### config.mk
export PLATFORM = sky130hd
export DESIGN_NAME = rspf_top
export DESIGN_NICKNAME = d
export VERILOG_FILES = /design/src/common/rspf_pkg.sv /design/src/hdl/rspf_rx.sv /design/src/hdl/rspf_top.sv
export SDC_FILE = /design/constraint.sdc
export NUM_CORES = 1
export LEC_CHECK = 0
export ABC_AREA = 1
export BUFFER_PORTS_ARGS = -buffer_cell sky130_fd_sc_hd__buf_4
export CAP_MARGIN = 20
export CORE_UTILIZATION = 43
export CTS_CLUSTER_DIAMETER = 200
export DETAILED_ROUTE_END_ITERATION = 12
export GPL_TIMING_DRIVEN = 0
export PLACE_DENSITY_LB_ADDON = 0.2
export RECOVER_POWER = 100
export SETUP_SLACK_MARGIN = 0.15
export SLEW_MARGIN = 20
export SYNTH_ARGS = -nofsm -noshare
export SYNTH_HDL_FRONTEND = slang
export SYNTH_SLANG_ARGS = --single-unit
### constraint.sdc
create_clock -name aclk -period 4.67 [get_ports aclk]
set_input_delay 0.467 -clock aclk [delete_from_list [all_inputs] [get_ports aclk]]
set_output_delay 0.467 -clock aclk [all_outputs]
set_load 0.01 [all_outputs]
### src/common/rspf_pkg.sv
// Constants shared by the remote serial port framing block
`default_nettype none
package rspf_pkg;
  localparam int unsigned RSPF_CLK_HZ = 100_000_000;
  localparam int unsigned RSPF_NBAUD = 9;
  localparam int unsigned RSPF_BAUD_TAB [RSPF_NBAUD] = '{
    1200, 2400, 4800, 9600, 19200, 38400, 57600, 115200, 230400};
  localparam int RSPF_DIV_W = 17;
  localparam int RSPF_AW = 8;
  ////////////////////////////////////////////////////////////////////////////
  // Register offsets
  localparam logic [7:0] OFF_CTRL = 8'h00;
  localparam logic [7:0] OFF_STAT = 8'h04;
  localparam logic [7:0] OFF_TXDATA = 8'h08;
  localparam logic [7:0] OFF_RXDATA = 8'h0c;
  localparam logic [7:0] OFF_IRQ_STAT = 8'h10;
  localparam logic [7:0] OFF_IRQ_EN = 8'h14;
  localparam logic [7:0] OFF_IRQ_CLR = 8'h18;
  ////////////////////////////////////////////////////////////////////////////
  // Control word fields
  localparam int CFG_BAUD_LSB = 0;
  localparam int CFG_FRAME_LSB = 4;
  localparam int CFG_STOP2_BIT = 6;
  localparam int CFG_FLOW_LSB = 7;
  localparam int CFG_EOL_LSB = 9;
  localparam int CFG_PORT_LSB = 11;
  localparam int CFG_W = 13;
  localparam logic [3:0] BAUD_IDX_MAX = 4'h8;
  localparam logic [1:0] NO_PARITY_EIGHT_BIT_FRAME = 2'h0;
  localparam logic [1:0] ODD_PARITY_SEVEN_BIT_FRAME = 2'h1;
  localparam logic [1:0] EVEN_PARITY_SEVEN_BIT_FRAME = 2'h2;
  localparam logic [1:0] FLOW_NONE = 2'h0;
  localparam logic [1:0] FLOW_SW = 2'h1;
  localparam logic [1:0] FLOW_HW = 2'h2;
  localparam logic [1:0] EOL_CR = 2'h0;
  localparam logic [1:0] EOL_LF = 2'h1;
  localparam logic [1:0] EOL_CRLF = 2'h2;
  localparam logic [1:0] SERIAL_PORT_CHOICE = 2'h0;
  localparam logic [1:0] PORT_INSTR_BUS = 2'h1;
  localparam logic [1:0] PORT_LAN = 2'h2;
  localparam logic [1:0] CODE_BAD = 2'h3;
  // 9600 baud, no parity 8 bits, 1 stop, no flow, CR LF, serial port
  localparam logic [CFG_W-1:0] CFG_RESET = 13'h0403;
  ////////////////////////////////////////////////////////////////////////////
  // Characters
  localparam logic [7:0] CHR_XON = 8'h11;
  localparam logic [7:0] CHR_XOFF = 8'h13;
  localparam logic [7:0] CHR_CR = 8'h0d;
  localparam logic [7:0] CHR_LF = 8'h0a;
  localparam int TX_EOL_BIT = 8;
  localparam int RX_PERR_BIT = 8;
  localparam int RX_FERR_BIT = 9;
  ////////////////////////////////////////////////////////////////////////////
  // Status and interrupt bits
  localparam int ST_RX_FULL = 0;
  localparam int ST_HOLD_FULL = 1;
  localparam int ST_TX_BUSY = 2;
  localparam int ST_PAUSED = 3;
  localparam int ST_CTS = 4;
  localparam int ST_NV_LOADED = 5;
  localparam int IRQ_RX = 0;
  localparam int IRQ_PERR = 1;
  localparam int IRQ_OVR = 2;
  localparam int IRQ_EOL = 3;
  localparam int IRQ_TXE = 4;
  localparam int IRQ_W = 5;
  localparam logic [1:0] RESP_OKAY = 2'h0;
  localparam logic [1:0] RESP_DECERR = 2'h3;
endpackage : rspf_pkg
`default_nettype wire

### src/hdl/rspf_rx.sv
// Serial receiver for one character frame
`default_nettype none
module rspf_rx
  import rspf_pkg::*;
(
  input wire logic aclk,
  input wire logic aresetn,
  input wire logic enable,
  input wire logic rxd,
  input wire logic [RSPF_DIV_W-1:0] div,
  input wire logic seven,
  input wire logic par_odd,
  output logic done_q,
  output logic [7:0] data_q,
  output logic perr_q,
  output logic ferr_q
);
  typedef enum logic [2:0] {RX_IDLE, RX_START, RX_DATA, RX_PAR, RX_STOP} rspf_rx_st_t;
  rspf_rx_st_t st_q, st_d;
  logic [RSPF_DIV_W-1:0] cnt_q, cnt_d;
  logic [7:0] sh_q, sh_d, data_d;
  logic [2:0] bit_q, bit_d;
  logic prev_q, done_d, perr_d, ferr_d, exp_par, tick;

  always_comb begin
    exp_par = par_odd ? ~^sh_q[7:1] : ^sh_q[7:1];
    tick = (cnt_q == '0);
    st_d = st_q;
    cnt_d = tick ? div - 1'b1 : cnt_q - 1'b1;
    sh_d = sh_q;
    bit_d = bit_q;
    done_d = 1'b0;
    data_d = data_q;
    perr_d = perr_q;
    ferr_d = ferr_q;
    unique case (st_q)
      RX_IDLE: begin
        cnt_d = div >> 1;
        if (enable && prev_q && !rxd) begin
          st_d = RX_START;
        end
      end
      RX_START: if (tick) begin
        st_d = rxd ? RX_IDLE : RX_DATA;
        bit_d = '0;
        perr_d = 1'b0;
      end
      RX_DATA: if (tick) begin
        sh_d = {rxd, sh_q[7:1]};
        bit_d = bit_q + 1'b1;
        if (bit_q == (seven ? 3'h6 : 3'h7)) begin
          st_d = seven ? RX_PAR : RX_STOP; // RULE3
        end
      end
      RX_PAR: if (tick) begin
        perr_d = (rxd != exp_par); // RULE10
        st_d = RX_STOP;
      end
      RX_STOP: if (tick) begin
        done_d = 1'b1; // RULE7
        data_d = seven ? {1'b0, sh_q[7:1]} : sh_q;
        ferr_d = !rxd;
        st_d = RX_IDLE;
      end
    endcase
  end

  always_ff @(posedge aclk) begin
    if (!aresetn) begin
      st_q <= RX_IDLE;
      cnt_q <= '0;
      sh_q <= '0;
      bit_q <= '0;
      prev_q <= 1'b1;
      done_q <= 1'b0;
      data_q <= '0;
      perr_q <= 1'b0;
      ferr_q <= 1'b0;
    end else begin
      st_q <= st_d;
      cnt_q <= cnt_d;
      sh_q <= sh_d;
      bit_q <= bit_d;
      prev_q <= rxd;
      done_q <= done_d;
      data_q <= data_d;
      perr_q <= perr_d;
      ferr_q <= ferr_d;
    end
  end
endmodule : rspf_rx
`default_nettype wire

### src/hdl/rspf_top.sv
// Remote serial port framing: UART with AXI4-Lite registers
// Behaviour
// RULE1 - Nine baud rates, exactly one selected
// RULE2 - Reset gives 9600, no parity, 1 stop
// RULE3 - Frames: none/8, odd/7 or even/7
// RULE4 - One or two stop bits per character
// RULE5 - Settings restored from non-volatile store, saved on change
// RULE6 - Only one remote port active at once
// RULE7 - Asynchronous character frames, no clock line
// RULE8 - Flow control none, XON/XOFF or RTS/CTS
// RULE9 - Line terminator CR, LF or CR LF
// RULE10 - Parity mismatch flags a parity error
`default_nettype none
module rspf_top
  import rspf_pkg::*;
#(
  parameter int unsigned CLK_HZ = RSPF_CLK_HZ
) (
  input wire logic aclk,
  input wire logic aresetn,
  input wire logic [RSPF_AW-1:0] awaddr,
  input wire logic awvalid,
  output logic awready,
  input wire logic [31:0] wdata,
  input wire logic [3:0] wstrb,
  input wire logic wvalid,
  output logic wready,
  output logic [1:0] bresp,
  output logic bvalid,
  input wire logic bready,
  input wire logic [RSPF_AW-1:0] araddr,
  input wire logic arvalid,
  output logic arready,
  output logic [31:0] rdata,
  output logic [1:0] rresp,
  output logic rvalid,
  input wire logic rready,
  output logic txd,
  input wire logic rxd,
  output logic rts_n,
  input wire logic cts_n,
  input wire logic [31:0] nv_rdata,
  input wire logic nv_rvalid,
  output logic [31:0] nv_wdata,
  output logic nv_wr,
  output logic serial_active,
  output logic irq
);
  ////////////////////////////////////////////////////////////////////////////
  // Baud divisors
  logic [RSPF_DIV_W-1:0] div_tab [RSPF_NBAUD];
  for (genvar i = 0; i < RSPF_NBAUD; i++) begin : g_div
    assign div_tab[i] = RSPF_DIV_W'(CLK_HZ / RSPF_BAUD_TAB[i]); // RULE1
  end

  function automatic logic [CFG_W-1:0] merge(logic [CFG_W-1:0] old, logic [31:0] nw);
    logic [CFG_W-1:0] r;
    r = old;
    if (nw[CFG_BAUD_LSB +: 4] <= BAUD_IDX_MAX) r[CFG_BAUD_LSB +: 4] = nw[CFG_BAUD_LSB +: 4];
    if (nw[CFG_FRAME_LSB +: 2] != CODE_BAD) r[CFG_FRAME_LSB +: 2] = nw[CFG_FRAME_LSB +: 2];
    r[CFG_STOP2_BIT] = nw[CFG_STOP2_BIT];
    if (nw[CFG_FLOW_LSB +: 2] != CODE_BAD) r[CFG_FLOW_LSB +: 2] = nw[CFG_FLOW_LSB +: 2];
    if (nw[CFG_EOL_LSB +: 2] != CODE_BAD) r[CFG_EOL_LSB +: 2] = nw[CFG_EOL_LSB +: 2];
    if (nw[CFG_PORT_LSB +: 2] != CODE_BAD) r[CFG_PORT_LSB +: 2] = nw[CFG_PORT_LSB +: 2];
    return r;
  endfunction : merge

  logic [CFG_W-1:0] cfg_q, cfg_d;
  logic nv_ld_q, nv_ld_d, nv_wr_q, nv_wr_d;
  logic [31:0] nv_wdata_q, nv_wdata_d;
  logic [RSPF_DIV_W-1:0] div;
  logic [1:0] frame, flow, eol;
  logic seven, stop2;
  logic wr_go, rd_go, cfg_wr, tx_wr, en_wr, clr_wr, rx_rd;
  logic bvalid_q, bvalid_d, rvalid_q, rvalid_d;
  logic [1:0] bresp_q, bresp_d, rresp_q, rresp_d;
  logic [31:0] rdata_q, rdata_d;
  logic rx_done, rx_perr, rx_ferr;
  logic [7:0] rx_data;

  always_comb begin
    div = div_tab[cfg_q[CFG_BAUD_LSB +: 4]];
    frame = cfg_q[CFG_FRAME_LSB +: 2];
    seven = (frame != NO_PARITY_EIGHT_BIT_FRAME); // RULE3
    stop2 = cfg_q[CFG_STOP2_BIT];
    flow = cfg_q[CFG_FLOW_LSB +: 2];
    eol = cfg_q[CFG_EOL_LSB +: 2];
    serial_active = (cfg_q[CFG_PORT_LSB +: 2] == SERIAL_PORT_CHOICE); // RULE6
  end

  ////////////////////////////////////////////////////////////////////////////
  // Configuration and non-volatile copy
  always_comb begin
    cfg_d = cfg_q;
    nv_ld_d = nv_ld_q;
    nv_wr_d = 1'b0;
    nv_wdata_d = nv_wdata_q;
    if (cfg_wr && |wstrb) begin
      cfg_d = merge(cfg_q, wdata);
      nv_ld_d = 1'b1;
      nv_wr_d = 1'b1; // RULE5
      nv_wdata_d = 32'(merge(cfg_q, wdata));
    end else if (!nv_ld_q && nv_rvalid) begin
      cfg_d = merge(CFG_RESET, nv_rdata); // RULE5
      nv_ld_d = 1'b1;
    end
  end

  always_ff @(posedge aclk) begin
    if (!aresetn) begin
      cfg_q <= CFG_RESET; // RULE2
      nv_ld_q <= 1'b0;
      nv_wr_q <= 1'b0;
      nv_wdata_q <= '0;
    end else begin
      cfg_q <= cfg_d;
      nv_ld_q <= nv_ld_d;
      nv_wr_q <= nv_wr_d;
      nv_wdata_q <= nv_wdata_d;
    end
  end
  assign nv_wr = nv_wr_q;
  assign nv_wdata = nv_wdata_q;

  ////////////////////////////////////////////////////////////////////////////
  // Receive path, flow pause and interrupts
  rspf_rx u_rx (
    .aclk(aclk),
    .aresetn(aresetn),
    .enable(serial_active), // RULE6
    .rxd(rxd),
    .div(div),
    .seven(seven),
    .par_odd(frame == ODD_PARITY_SEVEN_BIT_FRAME),
    .done_q(rx_done),
    .data_q(rx_data),
    .perr_q(rx_perr),
    .ferr_q(rx_ferr)
  );

  logic [7:0] rx_buf_q, rx_buf_d;
  logic rx_full_q, rx_full_d, rx_pe_q, rx_pe_d, rx_fe_q, rx_fe_d;
  logic paused_q, paused_d, cr_seen_q, cr_seen_d, is_flow, eol_hit;
  logic [IRQ_W-1:0] ist_q, ist_d, ien_q, ien_d, ev;
  logic tx_take, lf_pend_q;

  always_comb begin
    is_flow = rx_done && flow == FLOW_SW && (rx_data == CHR_XON || rx_data == CHR_XOFF);
    unique case (eol) // RULE9
      EOL_CR: eol_hit = rx_data == CHR_CR;
      EOL_LF: eol_hit = rx_data == CHR_LF;
      default: eol_hit = rx_data == CHR_LF && cr_seen_q;
    endcase
    rx_buf_d = rx_buf_q;
    rx_pe_d = rx_pe_q;
    rx_fe_d = rx_fe_q;
    rx_full_d = rx_full_q && !rx_rd;
    cr_seen_d = cr_seen_q;
    ev = '0;
    if (rx_done && !is_flow) begin
      rx_buf_d = rx_data;
      rx_pe_d = rx_perr;
      rx_fe_d = rx_ferr;
      rx_full_d = 1'b1;
      cr_seen_d = rx_data == CHR_CR;
      ev[IRQ_RX] = 1'b1;
      ev[IRQ_PERR] = rx_perr; // RULE10
      ev[IRQ_OVR] = rx_full_q && !rx_rd;
      ev[IRQ_EOL] = eol_hit; // RULE9
    end
    ev[IRQ_TXE] = tx_take && !lf_pend_q;
    paused_d = paused_q;
    if (flow != FLOW_SW) paused_d = 1'b0;
    else if (rx_done && rx_data == CHR_XOFF) paused_d = 1'b1; // RULE8
    else if (rx_done && rx_data == CHR_XON) paused_d = 1'b0; // RULE8
    ien_d = en_wr && |wstrb ? wdata[IRQ_W-1:0] : ien_q;
    ist_d = (ist_q & ~(clr_wr && |wstrb ? wdata[IRQ_W-1:0] : '0)) | ev;
  end

  always_ff @(posedge aclk) begin
    if (!aresetn) begin
      rx_buf_q <= '0;
      rx_full_q <= 1'b0;
      rx_pe_q <= 1'b0;
      rx_fe_q <= 1'b0;
      paused_q <= 1'b0;
      cr_seen_q <= 1'b0;
      ist_q <= '0;
      ien_q <= '0;
    end else begin
      rx_buf_q <= rx_buf_d;
      rx_full_q <= rx_full_d;
      rx_pe_q <= rx_pe_d;
      rx_fe_q <= rx_fe_d;
      paused_q <= paused_d;
      cr_seen_q <= cr_seen_d;
      ist_q <= ist_d;
      ien_q <= ien_d;
    end
  end
  assign irq = |(ist_q & ien_q);
  assign rts_n = (flow == FLOW_HW) && rx_full_q; // RULE8

  ////////////////////////////////////////////////////////////////////////////
  // Transmit holding register and framer
  typedef enum logic [2:0] {TX_IDLE, TX_START, TX_DATA, TX_PAR, TX_STOP} rspf_tx_st_t;
  rspf_tx_st_t tx_st_q, tx_st_d;
  logic [7:0] hold_q, hold_d, tx_sh_q, tx_sh_d;
  logic hold_v_q, hold_v_d, lf_pend_d, tx_go;
  logic [RSPF_DIV_W-1:0] tx_cnt_q, tx_cnt_d;
  logic [2:0] tx_bit_q, tx_bit_d;
  logic txd_q, txd_d, tx_par_q, tx_par_d, stop_left_q, stop_left_d;

  always_comb begin
    tx_go = hold_v_q && serial_active && !(flow == FLOW_SW && paused_q) // RULE8
            && !(flow == FLOW_HW && cts_n);
    tx_take = (tx_st_q == TX_IDLE) && tx_go;
    hold_d = hold_q;
    hold_v_d = hold_v_q;
    lf_pend_d = lf_pend_q;
    if (tx_take) begin
      hold_v_d = lf_pend_q;
      hold_d = CHR_LF;
      lf_pend_d = 1'b0;
    end else if (tx_wr && |wstrb && !hold_v_q && !lf_pend_q) begin
      hold_v_d = 1'b1;
      if (wdata[TX_EOL_BIT]) begin
        hold_d = (eol == EOL_LF) ? CHR_LF : CHR_CR; // RULE9
        lf_pend_d = (eol == EOL_CRLF);
      end else begin
        hold_d = wdata[7:0];
      end
    end
  end

  always_comb begin
    tx_st_d = tx_st_q;
    tx_cnt_d = tx_cnt_q - 1'b1;
    tx_sh_d = tx_sh_q;
    tx_bit_d = tx_bit_q;
    txd_d = txd_q;
    tx_par_d = tx_par_q;
    stop_left_d = stop_left_q;
    if (tx_st_q == TX_IDLE) begin
      txd_d = 1'b1;
      if (tx_take) begin
        tx_st_d = TX_START;
        txd_d = 1'b0; // RULE7
        tx_cnt_d = div - 1'b1;
        tx_sh_d = hold_q;
        tx_par_d = (frame == ODD_PARITY_SEVEN_BIT_FRAME) ? ~^hold_q[6:0] : ^hold_q[6:0];
      end
    end else if (tx_cnt_q == '0) begin
      tx_cnt_d = div - 1'b1;
      unique case (tx_st_q)
        TX_START: begin
          tx_st_d = TX_DATA;
          txd_d = tx_sh_q[0];
          tx_bit_d = '0;
        end
        TX_DATA: begin
          tx_sh_d = tx_sh_q >> 1;
          tx_bit_d = tx_bit_q + 1'b1;
          txd_d = tx_sh_q[1];
          if (tx_bit_q == (seven ? 3'h6 : 3'h7)) begin // RULE3
            tx_st_d = seven ? TX_PAR : TX_STOP;
            txd_d = seven ? tx_par_q : 1'b1;
            stop_left_d = stop2; // RULE4
          end
        end
        TX_PAR: begin
          tx_st_d = TX_STOP;
          txd_d = 1'b1;
        end
        default: begin
          stop_left_d = 1'b0;
          if (!stop_left_q) tx_st_d = TX_IDLE; // RULE4
        end
      endcase
    end
  end

  always_ff @(posedge aclk) begin
    if (!aresetn) begin
      hold_q <= '0;
      hold_v_q <= 1'b0;
      lf_pend_q <= 1'b0;
      tx_st_q <= TX_IDLE;
      tx_cnt_q <= '0;
      tx_sh_q <= '0;
      tx_bit_q <= '0;
      txd_q <= 1'b1;
      tx_par_q <= 1'b0;
      stop_left_q <= 1'b0;
    end else begin
      hold_q <= hold_d;
      hold_v_q <= hold_v_d;
      lf_pend_q <= lf_pend_d;
      tx_st_q <= tx_st_d;
      tx_cnt_q <= tx_cnt_d;
      tx_sh_q <= tx_sh_d;
      tx_bit_q <= tx_bit_d;
      txd_q <= txd_d;
      tx_par_q <= tx_par_d;
      stop_left_q <= stop_left_d;
    end
  end
  assign txd = txd_q;

  ////////////////////////////////////////////////////////////////////////////
  // AXI4-Lite slave
  always_comb begin
    wr_go = awvalid && wvalid && !bvalid_q;
    awready = wr_go;
    wready = wr_go;
    rd_go = arvalid && !rvalid_q;
    arready = rd_go;
    cfg_wr = wr_go && awaddr == OFF_CTRL;
    tx_wr = wr_go && awaddr == OFF_TXDATA;
    en_wr = wr_go && awaddr == OFF_IRQ_EN;
    clr_wr = wr_go && awaddr == OFF_IRQ_CLR;
    rx_rd = rd_go && araddr == OFF_RXDATA;
    bvalid_d = wr_go || (bvalid_q && !bready);
    bresp_d = bresp_q;
    if (wr_go) begin
      bresp_d = (awaddr == OFF_CTRL || awaddr == OFF_TXDATA || awaddr == OFF_IRQ_EN
                 || awaddr == OFF_IRQ_CLR) ? RESP_OKAY : RESP_DECERR;
    end
    rvalid_d = rd_go || (rvalid_q && !rready);
    rdata_d = rdata_q;
    rresp_d = rresp_q;
    if (rd_go) begin
      rdata_d = '0;
      rresp_d = RESP_OKAY;
      unique case (araddr)
        OFF_CTRL: rdata_d = 32'(cfg_q);
        OFF_STAT: begin
          rdata_d[ST_RX_FULL] = rx_full_q;
          rdata_d[ST_HOLD_FULL] = hold_v_q;
          rdata_d[ST_TX_BUSY] = tx_st_q != TX_IDLE;
          rdata_d[ST_PAUSED] = paused_q;
          rdata_d[ST_CTS] = !cts_n;
          rdata_d[ST_NV_LOADED] = nv_ld_q;
        end
        OFF_RXDATA: rdata_d = {22'h0, rx_fe_q, rx_pe_q, rx_buf_q};
        OFF_IRQ_STAT: rdata_d = 32'(ist_q);
        OFF_IRQ_EN: rdata_d = 32'(ien_q);
        default: rresp_d = RESP_DECERR;
      endcase
    end
  end

  always_ff @(posedge aclk) begin
    if (!aresetn) begin
      bvalid_q <= 1'b0;
      bresp_q <= RESP_OKAY;
      rvalid_q <= 1'b0;
      rresp_q <= RESP_OKAY;
      rdata_q <= '0;
    end else begin
      bvalid_q <= bvalid_d;
      bresp_q <= bresp_d;
      rvalid_q <= rvalid_d;
      rresp_q <= rresp_d;
      rdata_q <= rdata_d;
    end
  end
  assign bvalid = bvalid_q;
  assign bresp = bresp_q;
  assign rvalid = rvalid_q;
  assign rresp = rresp_q;
  assign rdata = rdata_q;
endmodule : rspf_top
`default_nettype wire

==> run metrics, run 1 <==
crit end category=flip-flop; die span in x=144 microns; Cell Area, Synth=8710 sq um; CTS tree=done; Worst Path Required=4980 ps; Routability Congestion=0.890; Min-Delay Path Class=in -> reg; fin nets=1,540; Max stage delay on crit path=360 ps; Iteration-0 DRC Markers=658; drc violations=0; fin util=51.6%; Vias/cell=5.07; most frequent cells in the layout=nand2_1, dfxtp_1, nor2_1; Core Area=19,700 sq um; cell taking the most area after synthesis=dfxtp_1; CTS Buf Count=17; Netlist cell types=47; storage element area=3100 sq um; die height=144 microns; Ys Warns=0; Period minus WS final=2720 ps; Fin. Hold Viols=0; Hold Path Origin=rready; synthesized area per cell=6.78 sq um; # clock sinks=155; overall routing resource usage=25.7%; layout cells sized above 1=11.3%; worst path arrival time=3030 ps; number of diodes=0; Layout area overhead=16.5%; Slew @ Worst Pin=808 ps; Post-synth EDFFs=0; CP Launch Point=u_rx.cnt_q[0]$_SDFF_PN0_; die area=20,800 sq um; synthesized instance count=1,284; most common library cell in the layout ignoring fill and taps=nand2_1; min setup slack post-route=1950 ps; Tot Pwr=4840 uW; reg2reg setup slack=1950 ps; crit path max fanout=10; post-CTS setup buffers=0; Starting Density=44.3%; ys async rst share=0%; Clock Latency Late Sink=440 ps; CP max stage cell=nand4_1; Final Skew=7.66 ps; RSZ-0062 raised after global routing=false; vias in the first global route=7,877; P per Cell Area=477 nW/um^2; # H-tree levels=4; setup TNS=0 ps; Slew Viols, Final=0; root buf cell=clkbuf_16; Max clock buf depth=2; Reg-to-Reg Start=u_rx.cnt_q[0]$_SDFF_PN0_; number of I/O pins=172; Setup Viol. Count Final=0; Worst path most repeated cell=inv_1; max-cap violations=0; fmax=367 MHz; fillers=2,063; ANT nets after route=0; Worst-path clk slew=70 ps; CTS hold repair buffers=0; post-synth top area share=35.6%; share of the yosys chip area belonging to registers=35.6%; HPWL Detailed=19,800 microns; cell row count=51; status=finished, final reports clean; top cells by area, synth=dfxtp_1, nand2_1, a21oi_1; drt wl/cell=15.0 microns; first drt pass iteration count=5; maximum vdd drop=252 uV; initial antenna violation count=0; largest net degree at the start of global routing=17; crit path cell chain=inv_1, ha_1, inv_1, nor2_1, nand3_1, nor2_1, nand4_1, inv_1, nand2_1, clkbuf_1, o21ai_0, a21oi_1; DP Worst Slack=2300 ps; CTS resizes=0; Rel. slew slack=46.1%; FF+latch count, synth=155; Worst Setup Start Kind=flip-flop; Tcrit/Tclk final=58.3%; drt total wl=25,800 microns; GRT overflow=0; total number of vias=8,674; P_leak=0.00450 uW; first-pass GRT wire length=40,800 microns; PortBufs=94; CP Class=reg -> reg; Most used DFF post-synth=dfxtp_1; Multi-input gate area=4560 sq um
## kinds of logic (layout without fill, tap and decap cells)
| group | after synthesis | in the layout | synth area share (%) |
|---|---|---|---|
| compound gates | 291 | 291 | 18.6 |
| flops | 155 | 155 | 35.6 |
| simple gates | 568 | 568 | 28.7 |
| fa+ha+maj | 12 | 12 | 1.72 |
| xor+xnor | 33 | 33 | 3.32 |
| other cells | 1 | 38 | 0.0431 |
| buf+inv | 224 | 350 | 12.0 |
## through the flow
stage	instance area (sq um)	instances	hold slack, ps
global placement	9880	1680	452
detailed placement	9880	1680	453
floorplan	8850	1321	425
global route	10100	1712	308
CTS	10500	1712	291
finish	10100	1712	291
## where the power goes
group / switching (uW) / total [uW] / internal, uW
clock network: 621 / 1400 / 776
registers: 148 / 1650 / 1500
logic: 1170 / 1800 / 627
total: 1940 / 4840 / 2900
## sequential cells by signal (all words and copies together) (netlist names), 3 cells and up
register,cells
cfg_q,13
hold_q,8
ien_q,5
ist_q,5
nv_wdata,13
rdata,13
rx_buf_q,8
tx_bit_q,3
tx_cnt_q,17
tx_sh_q,8
tx_st_q,3
u_rx.bit_q,3
u_rx.cnt_q,17
u_rx.data_q,8
u_rx.sh_q,8
u_rx.st_q,3
## synth_stat cells, types with 2 or more instances
cell      number
nand2_1      297
dfxtp_1      155
nor2_1       135
inv_1        134
a21oi_1      121
o21ai_0      111
nand3_1       64
buf_4         45
clkbuf_1      23
a31oi_1       21
xor2_1        19
nand4_1       16
xnor2_1       14
nand2_2       13
ha_1          12
nor2_2        10
nor3_1        10
inv_2          8
o211ai_1       8
a211oi_2       7
buf_2          7
nor2_4         5
o21ai_2        5
a21oi_2        4
buf_1          4
nand2_4        3
nand3_2        3
nand3b_1       3
o22ai_1        3
a211oi_1       2
a21boi_0       2
buf_6          2
nand4_4        2
o21bai_1       2
or2_2          2
## final cells by class
cell class	count	area share (%)
buffer	82	4.65
clock buffer	19	4.47
clock inverter	13	1.31
inverter	142	5.25
multi-input combinational	942	44.9
sequential	155	30.6
tap	265	3.27
timing repair buffer	94	5.51
## critical path: cells and delay by family (launching register included)
kind | cells | cell delay (ps)
and+or+nand+nor | 5 | 1060
adders and majority gates | 1 | 220
AOI/OAI and AO/OA | 2 | 250
DFF | 1 | 300
buffers and inverters | 4 | 770
## routing by layer
metal	share of wire, %	global-route usage [%]	wire length (microns)	up-vias
met5	0	0	0	-
met1	46	33.9	11900	3961
met2	46	42.2	11800	259
li1	-	-	-	4410
met3	5.8	5.23	1500	44
met4	2.0	7.53	520	0
## path summary, 6_finish.rpt
kind / endpoint / depth (start not counted)
max: u_rx.sh_q[7]$_SDFFE_PN0P_ / 12
min: rvalid$_SDFF_PN0_ / 4
max reg2reg: u_rx.sh_q[7]$_SDFFE_PN0P_ / 12
min reg2reg: tx_sh_q[7]$_SDFFE_PN0P_ / 2
Power figures use the tool's default switching activity.
==> run 2, diff against run 1 <==
Clock period 4.67 ns to 2.5 ns, I/O delays scaled along.
==> run 2 against run 1 <==
  * Clock power is 86% higher
  * Largest power group unchanged
  * Total power rose by 90%
  * Critical path depth down 3
  * Critical endpoint is now u_rx.bit_q[1]$_SDFFE_PN0P_
==> run metrics, run 2 (synthesis gave the netlist of run 1 again) <==
Worst Setup Start Kind=flip-flop; P per Cell Area=895 nW/um^2 (+87%); GRT overflow=0 (unchanged); Routability Congestion=0.890 (unchanged); crit path max fanout=8 (-2); RSZ-0062 raised after global routing=false; CP Class=reg -> reg; first-pass GRT wire length=40,800 microns (unchanged); first drt pass iteration count=6 (+1); PortBufs=94 (unchanged); Worst-path clk slew=70 ps (about the same); crit end category=flip-flop; drt wl/cell=15.1 microns (+0.10%); ANT nets after route=0 (unchanged); CTS Buf Count=17 (unchanged); total number of vias=8,791 (+1.3%); CTS tree=done; layout cells sized above 1=13.2% (+2.0 points); maximum vdd drop=473 uV (+88%); drc violations=0 (unchanged); Starting Density=44.3% (unchanged); Layout area overhead=18.2%; most common library cell in the layout ignoring fill and taps=nand2_1; fin cells=1,716 (+0.23%); Slew @ Worst Pin=822 ps (+14.5 ps); Setup Viol. Count Final=0 (unchanged); initial antenna violation count=0 (unchanged); largest net degree at the start of global routing=17 (unchanged); DP Cell Count=1,680 (unchanged); Tcrit/Tclk final=89.3% (+31 points); min setup slack post-route=267 ps (-1680 ps); die area=20,800 sq um (unchanged); Iteration-0 DRC Markers=778 (+18%); # clock sinks=155 (unchanged); die height=144 microns (unchanged); Core Area=19,700 sq um (unchanged); Fin. Hold Viols=0 (unchanged); Min-Delay Path Class=in -> reg; root buf cell=clkbuf_16; Final Skew=7.30 ps (-0.358 ps); number of I/O pins=172 (unchanged); DP Worst Slack=130 ps (-2170 ps); status=finished, final reports clean; fin nets=1,544 (+0.26%); number of diodes=0 (unchanged); Vias/cell=5.12 (+1.1%); HPWL Detailed=19,800 microns (unchanged); Worst Path Required=2800 ps (-2180 ps); P_leak=0.00454 uW (+1.1%); most frequent cells in the layout=nand2_1, dfxtp_1, nor2_1; # H-tree levels=4 (unchanged); overall routing resource usage=25.7% (unchanged); Slew Viols, Final=0 (unchanged); worst path arrival time=2530 ps (-500 ps); max-cap violations=0 (unchanged); fmax=448 MHz (+22%); die span in x=144 microns (unchanged); Clock Latency Late Sink=430 ps (about the same); Largest regs=tx_cnt_q: 17 flops, u_rx.cnt_q: 17 flops; setup TNS=0 ps (unchanged); vias in the first global route=7,877 (unchanged); cell row count=51 (unchanged); Max clock buf depth=2 (unchanged); Rel. slew slack=45.2% (-0.97 points); drt total wl=25,800 microns (+0.33%); Period minus WS final=2230 ps (-488 ps)
==> run 2: final cells by class <==
class	count	area, sq um
buffer	82	504
clock buffer	19	453
clock inverter	13	133
fill	2056	9360
inverter	142	541
multi-input combinational	942	4630
sequential	155	3110
tap	265	332
timing repair buffer	98	593
==> run 2: layer usage <==
metal / routed length (microns) / track usage (%)
met1: 11800 / 33.9
met5: 0 / 0
met2: 12000 / 42.2
met4: 411 / 7.53
met3: 1660 / 5.23
==> run 2: worst max-delay path, cell delays in order, from the launching register on <==
cell	delay, ps
dfxtp_1	300
inv_1	130
ha_1	220
nand2_1	110
nor2_1	230
nand3_1	360
inv_1	370
o21ai_0	210
nand2_1	110
a21oi_1	60
==> run 2: timing repair <==
| item | in CTS | in global routing |
|---|---|---|
| resized for setup | 1 | 3 |
| hold buffers | 0 | 0 |
| endpoints found under the setup margin | 1 | 8 |
| endpoints found under the hold margin | 0 | 0 |
| buffers inserted | 0 | 4 |
| cloned | 0 | 0 |
| pin swaps | 0 | 0 |
==> run 2: through the flow <==
step                      utilization, %  cell area [sq um]  power, uW  hold slack (ps)
after global placement              50.3               9880       6670              452
after detailed placement            50.3               9880       6720              453
after floorplan                        -               8850       5870              359
final                               52.4              10300       9210             74.8
after CTS                           53.3              10500       9320             73.8
after global routing                52.4              10300       9850             90.6
==> run 2: where the power goes <==
group | switching (uW) | internal [uW]
registers | 278 | 2810
logic | 2260 | 1250
clock network | 1160 | 1450
==> run 2: worst paths after layout <==
kind	from	endpoint	slack, ps	cells after the start
max	u_rx.cnt_q[0]$_SDFF_PN0_	u_rx.bit_q[1]$_SDFFE_PN0P_	270	9
min reg2reg	tx_sh_q[7]$_SDFFE_PN0P_	tx_sh_q[7]$_SDFFE_PN0P_	460	2
max reg2reg	u_rx.cnt_q[0]$_SDFF_PN0_	u_rx.bit_q[1]$_SDFFE_PN0P_	270	9
min	rready	rvalid$_SDFF_PN0_	70	4
==> run 3, diff against run 2 <==
Settings changed: SYNTH_HIERARCHICAL from default to 1.
==> run 3 against run 2 <==
  * Cell count grew 6.9%
  * First-iteration DRC count shrank 17%
  * Area after synthesis grew 5.1%
  * Combinational power grew 4%
  * Maximum frequency shrank 1.1%
  * Setup slack lost 25 ps
  * Critical path type unchanged
  * Sequential share of layout area shrank 1.5 points
  * Final area grew 5.5%
  * Largest power group unchanged
==> run metrics, run 3 <==
status=finished, final reports clean; cell row count=52 (+2.0%); crit path cell chain=nor2_1, nand3_1, nor2_8, nand2_1, nand2_1, nand2_1, ha_2, nand3_4, nor2_4, buf_4, nand3_1, nand3_1, nand2_1, inv_1; P per Cell Area=851 nW/um^2 (-4.9%); number of I/O pins=172 (unchanged); R2R cell count=14 (+5); Post-synth EDFFs=0 (unchanged); met1 wire length=12,100 microns (+2.8%); post-synth top area share=33.9% (-1.7 points); Synth Area in Compound Gates=14.5% (-4.1 points); Setup Viol. Count Final=0 (unchanged); root buf cell=clkbuf_16; Worst Path Required=2830 ps (+30 ps); Netlist cell types=50 (+6.4%); Layout area overhead=18.6%; Tcrit/Tclk final=90.3% (+1.0 points); Clock Latency Late Sink=430 ps (about the same); Fin. Hold Viols=0 (unchanged); ANT nets after route=0 (unchanged); adder-cell share of the synthesized area=1.78% (+0.054 points); drt total wl=26,000 microns (+0.60%); RSZ-0062 raised after global routing=true; CP max stage cell=dfxtp_1; drt wl/cell=14.2 microns (-5.9%); Slew @ Worst Pin=749 ps (-73.1 ps); Worst path most repeated cell=nand2_1; synthesized area per cell=6.56 sq um (-3.2%); Starting Density=44.5% (+0.19 points); maximum vdd drop=512 uV (+8.2%); Rel. slew slack=50.1% (+4.9 points); overall routing resource usage=24.1% (-1.6 points); Max clock buf depth=2 (unchanged); fmax=443 MHz (-1.1%); Cell Area, Synth=9150 sq um (+5.1%); crit path max fanout=7 (-1); largest net degree at the start of global routing=17 (unchanged); initial antenna violation count=0 (unchanged); Ys Warns=6 (+6); Period minus WS final=2260 ps (+24.9 ps); mux cell area share after synthesis=0% (unchanged); Levels on crit path=14 (+5); DR WL met2=11,700 microns (-2.2%); Commonest cells post-synth=nand2_1, inv_1, nor2_1, dfxtp_1, a21oi_1; first-pass GRT wire length=41,800 microns (+2.3%); P_leak=0.00506 uW (+11%); layout cells sized above 1=14.4% (+1.2 points); Iteration-0 DRC Markers=644 (-17%); DP Cell Count=1,796 (+6.9%); CTS tree=done; CTS Buf Count=17 (unchanged); Vias/cell=5.00 (-2.3%); Post-Synth Simple-Gate Area=33.9% (+5.2 points); die height=148 microns (+2.5%); Max stage delay on crit path=310 ps (-60 ps); Slew Viols, Final=0 (unchanged); most frequent cells in the layout=nand2_1, inv_1, nor2_1; CP Class=reg -> reg; top cells by area, synth=dfxtp_1, nand2_1, inv_1; Final Skew=9.03 ps (+1.73 ps); drc violations=0 (unchanged); fin cells=1,835 (+6.9%); Routability Congestion=0.916 (+3.0%); Most used DFF post-synth=dfxtp_1; # clock sinks=155 (unchanged); die area=21,900 sq um (+5.0%); Largest regs=tx_cnt_q: 17 flops, u_rx/cnt_q: 17 flops; cell taking the most area after synthesis=dfxtp_1; Worst-path clk slew=60 ps (about the same); GRT overflow=0 (unchanged); reg2reg setup slack=240 ps (-20 ps); PortBufs=95 (+1.1%); share of the yosys chip area belonging to registers=33.9% (-1.7 points); HPWL Detailed=19,900 microns (+0.59%); Tot Pwr=9230 uW (+0.28%); Worst Setup Start Kind=flip-flop; vias in the first global route=8,439 (+7.1%); worst path arrival time=2590 ps (+60 ps); fin nets=1,660 (+7.5%); # H-tree levels=4 (unchanged); highest metal layer with signal wires=met4; XOR/XNOR share of the synthesized area=2.78% (-0.54 points); total number of vias=9,184 (+4.5%); met3 routed WL=1510 microns (-8.8%); Reg-to-Reg Start=u_rx/cnt_q[11]$_SDFF_PN0_; largest family of logic cells by synthesized area=simple AND/OR/NAND/NOR gates; synthesized instance count=1,394 (+8.6%); most numerous cell in the Yosys netlist=nand2_1; max-cap violations=0 (unchanged); buffers plus inverters on the worst setup path=2 (unchanged); WHS Path Cells=4 (unchanged); crit end category=flip-flop; FF+latch count, synth=155 (unchanged); die span in x=148 microns (+2.5%); crit path to=u_rx/cnt_q[8]$_SDFF_PN0_; CP Launch Point=u_rx/cnt_q[11]$_SDFF_PN0_; reg-to-reg endpoint=u_rx/cnt_q[8]$_SDFF_PN0_; Core Area=20,600 sq um (+4.6%); most common library cell in the layout ignoring fill and taps=nand2_1; ys async rst share=0% (unchanged); Min-Delay Path Class=in -> reg; number of diodes=0 (unchanged); first drt pass iteration count=4 (-2); fin util=52.8% (+0.43 points); crit-path leading delay family=simple AND/OR/NAND/NOR gates
run 3: how the worst min path moves through the flow:
stage / start / endpoint / slack, ps
2_1_floorplan: wdata[2] / hold_q[2]$_SDFFE_PP0P_ / 390
3_3_place_gp: u_rx/ferr_q$_SDFFE_PN0P_ / u_rx/ferr_q$_SDFFE_PN0P_ / 450
3_5_place_dp: u_rx/ferr_q$_SDFFE_PN0P_ / u_rx/ferr_q$_SDFFE_PN0P_ / 450
4_1_cts: rready / rvalid$_SDFF_PN0_ / 70
5_1_grt: wdata[4] / hold_q[4]$_SDFFE_PP0P_ / 100
6_report: rready / rvalid$_SDFF_PN0_ / 80
run 3: layout make-up:
type | instances | area (sq um)
Clock inverter | 10 | 118
Inverter | 177 | 674
Buffer | 82 | 526
Fill cell | 2210 | 9710
Multi-Input combinational cell | 1017 | 5000
Clock buffer | 21 | 460
Sequential cell | 155 | 3110
Tap cell | 270 | 338
Timing Repair Buffer | 103 | 631
run 3: through the flow:
| step | cell area (sq um) | TNS, ps | setup WS [ps] | hold WS, ps |
|---|---|---|---|---|
| after floorplan | 9290 | 0 | 489 | 388 |
| after global placement | 10300 | -397 | -138 | 449 |
| after detailed placement | 10300 | -517 | -145 | 451 |
| after CTS | 11000 | 0 | 172 | 73.6 |
| after global routing | 10900 | 0 | 59.9 | 100 |
| final | 10900 | 0 | 242 | 78.1 |
run 3: cell families after synthesis:
kind of cell,count (synthesis)
AO/OA/AOI/OAI,251
other,1
adder cells (fa/ha/maj),13
AND/OR/NAND/NOR,686
XOR/XNOR,29
flip-flops,155
buffers and inverters,259
run 3: repair_timing:
action                     CTS  global route
resized for setup            6            26
hold buffers                 0             0
cloned                       0             0
setup endpoints to repair   10            17
pin swaps                    0             1
setup buffers                3             5
run 3: metal layers:
layer / up-vias / global-route usage, %
met3: 46 / 4.26
met4: 0 / 9.07
li1: 4711 / -
met1: 4149 / 31.5
met2: 278 / 39.5
met5: - / 0
run 3: worst min-delay path, cell delays in order:
cell and delay (ps):
buf_4 80, inv_1 30, nand2_1 50, a21oi_1 50
run 3: power breakdown:
group	internal [uW]	switching, uW
combinational	1290	2370
clock	1520	1050
sequential	2780	227
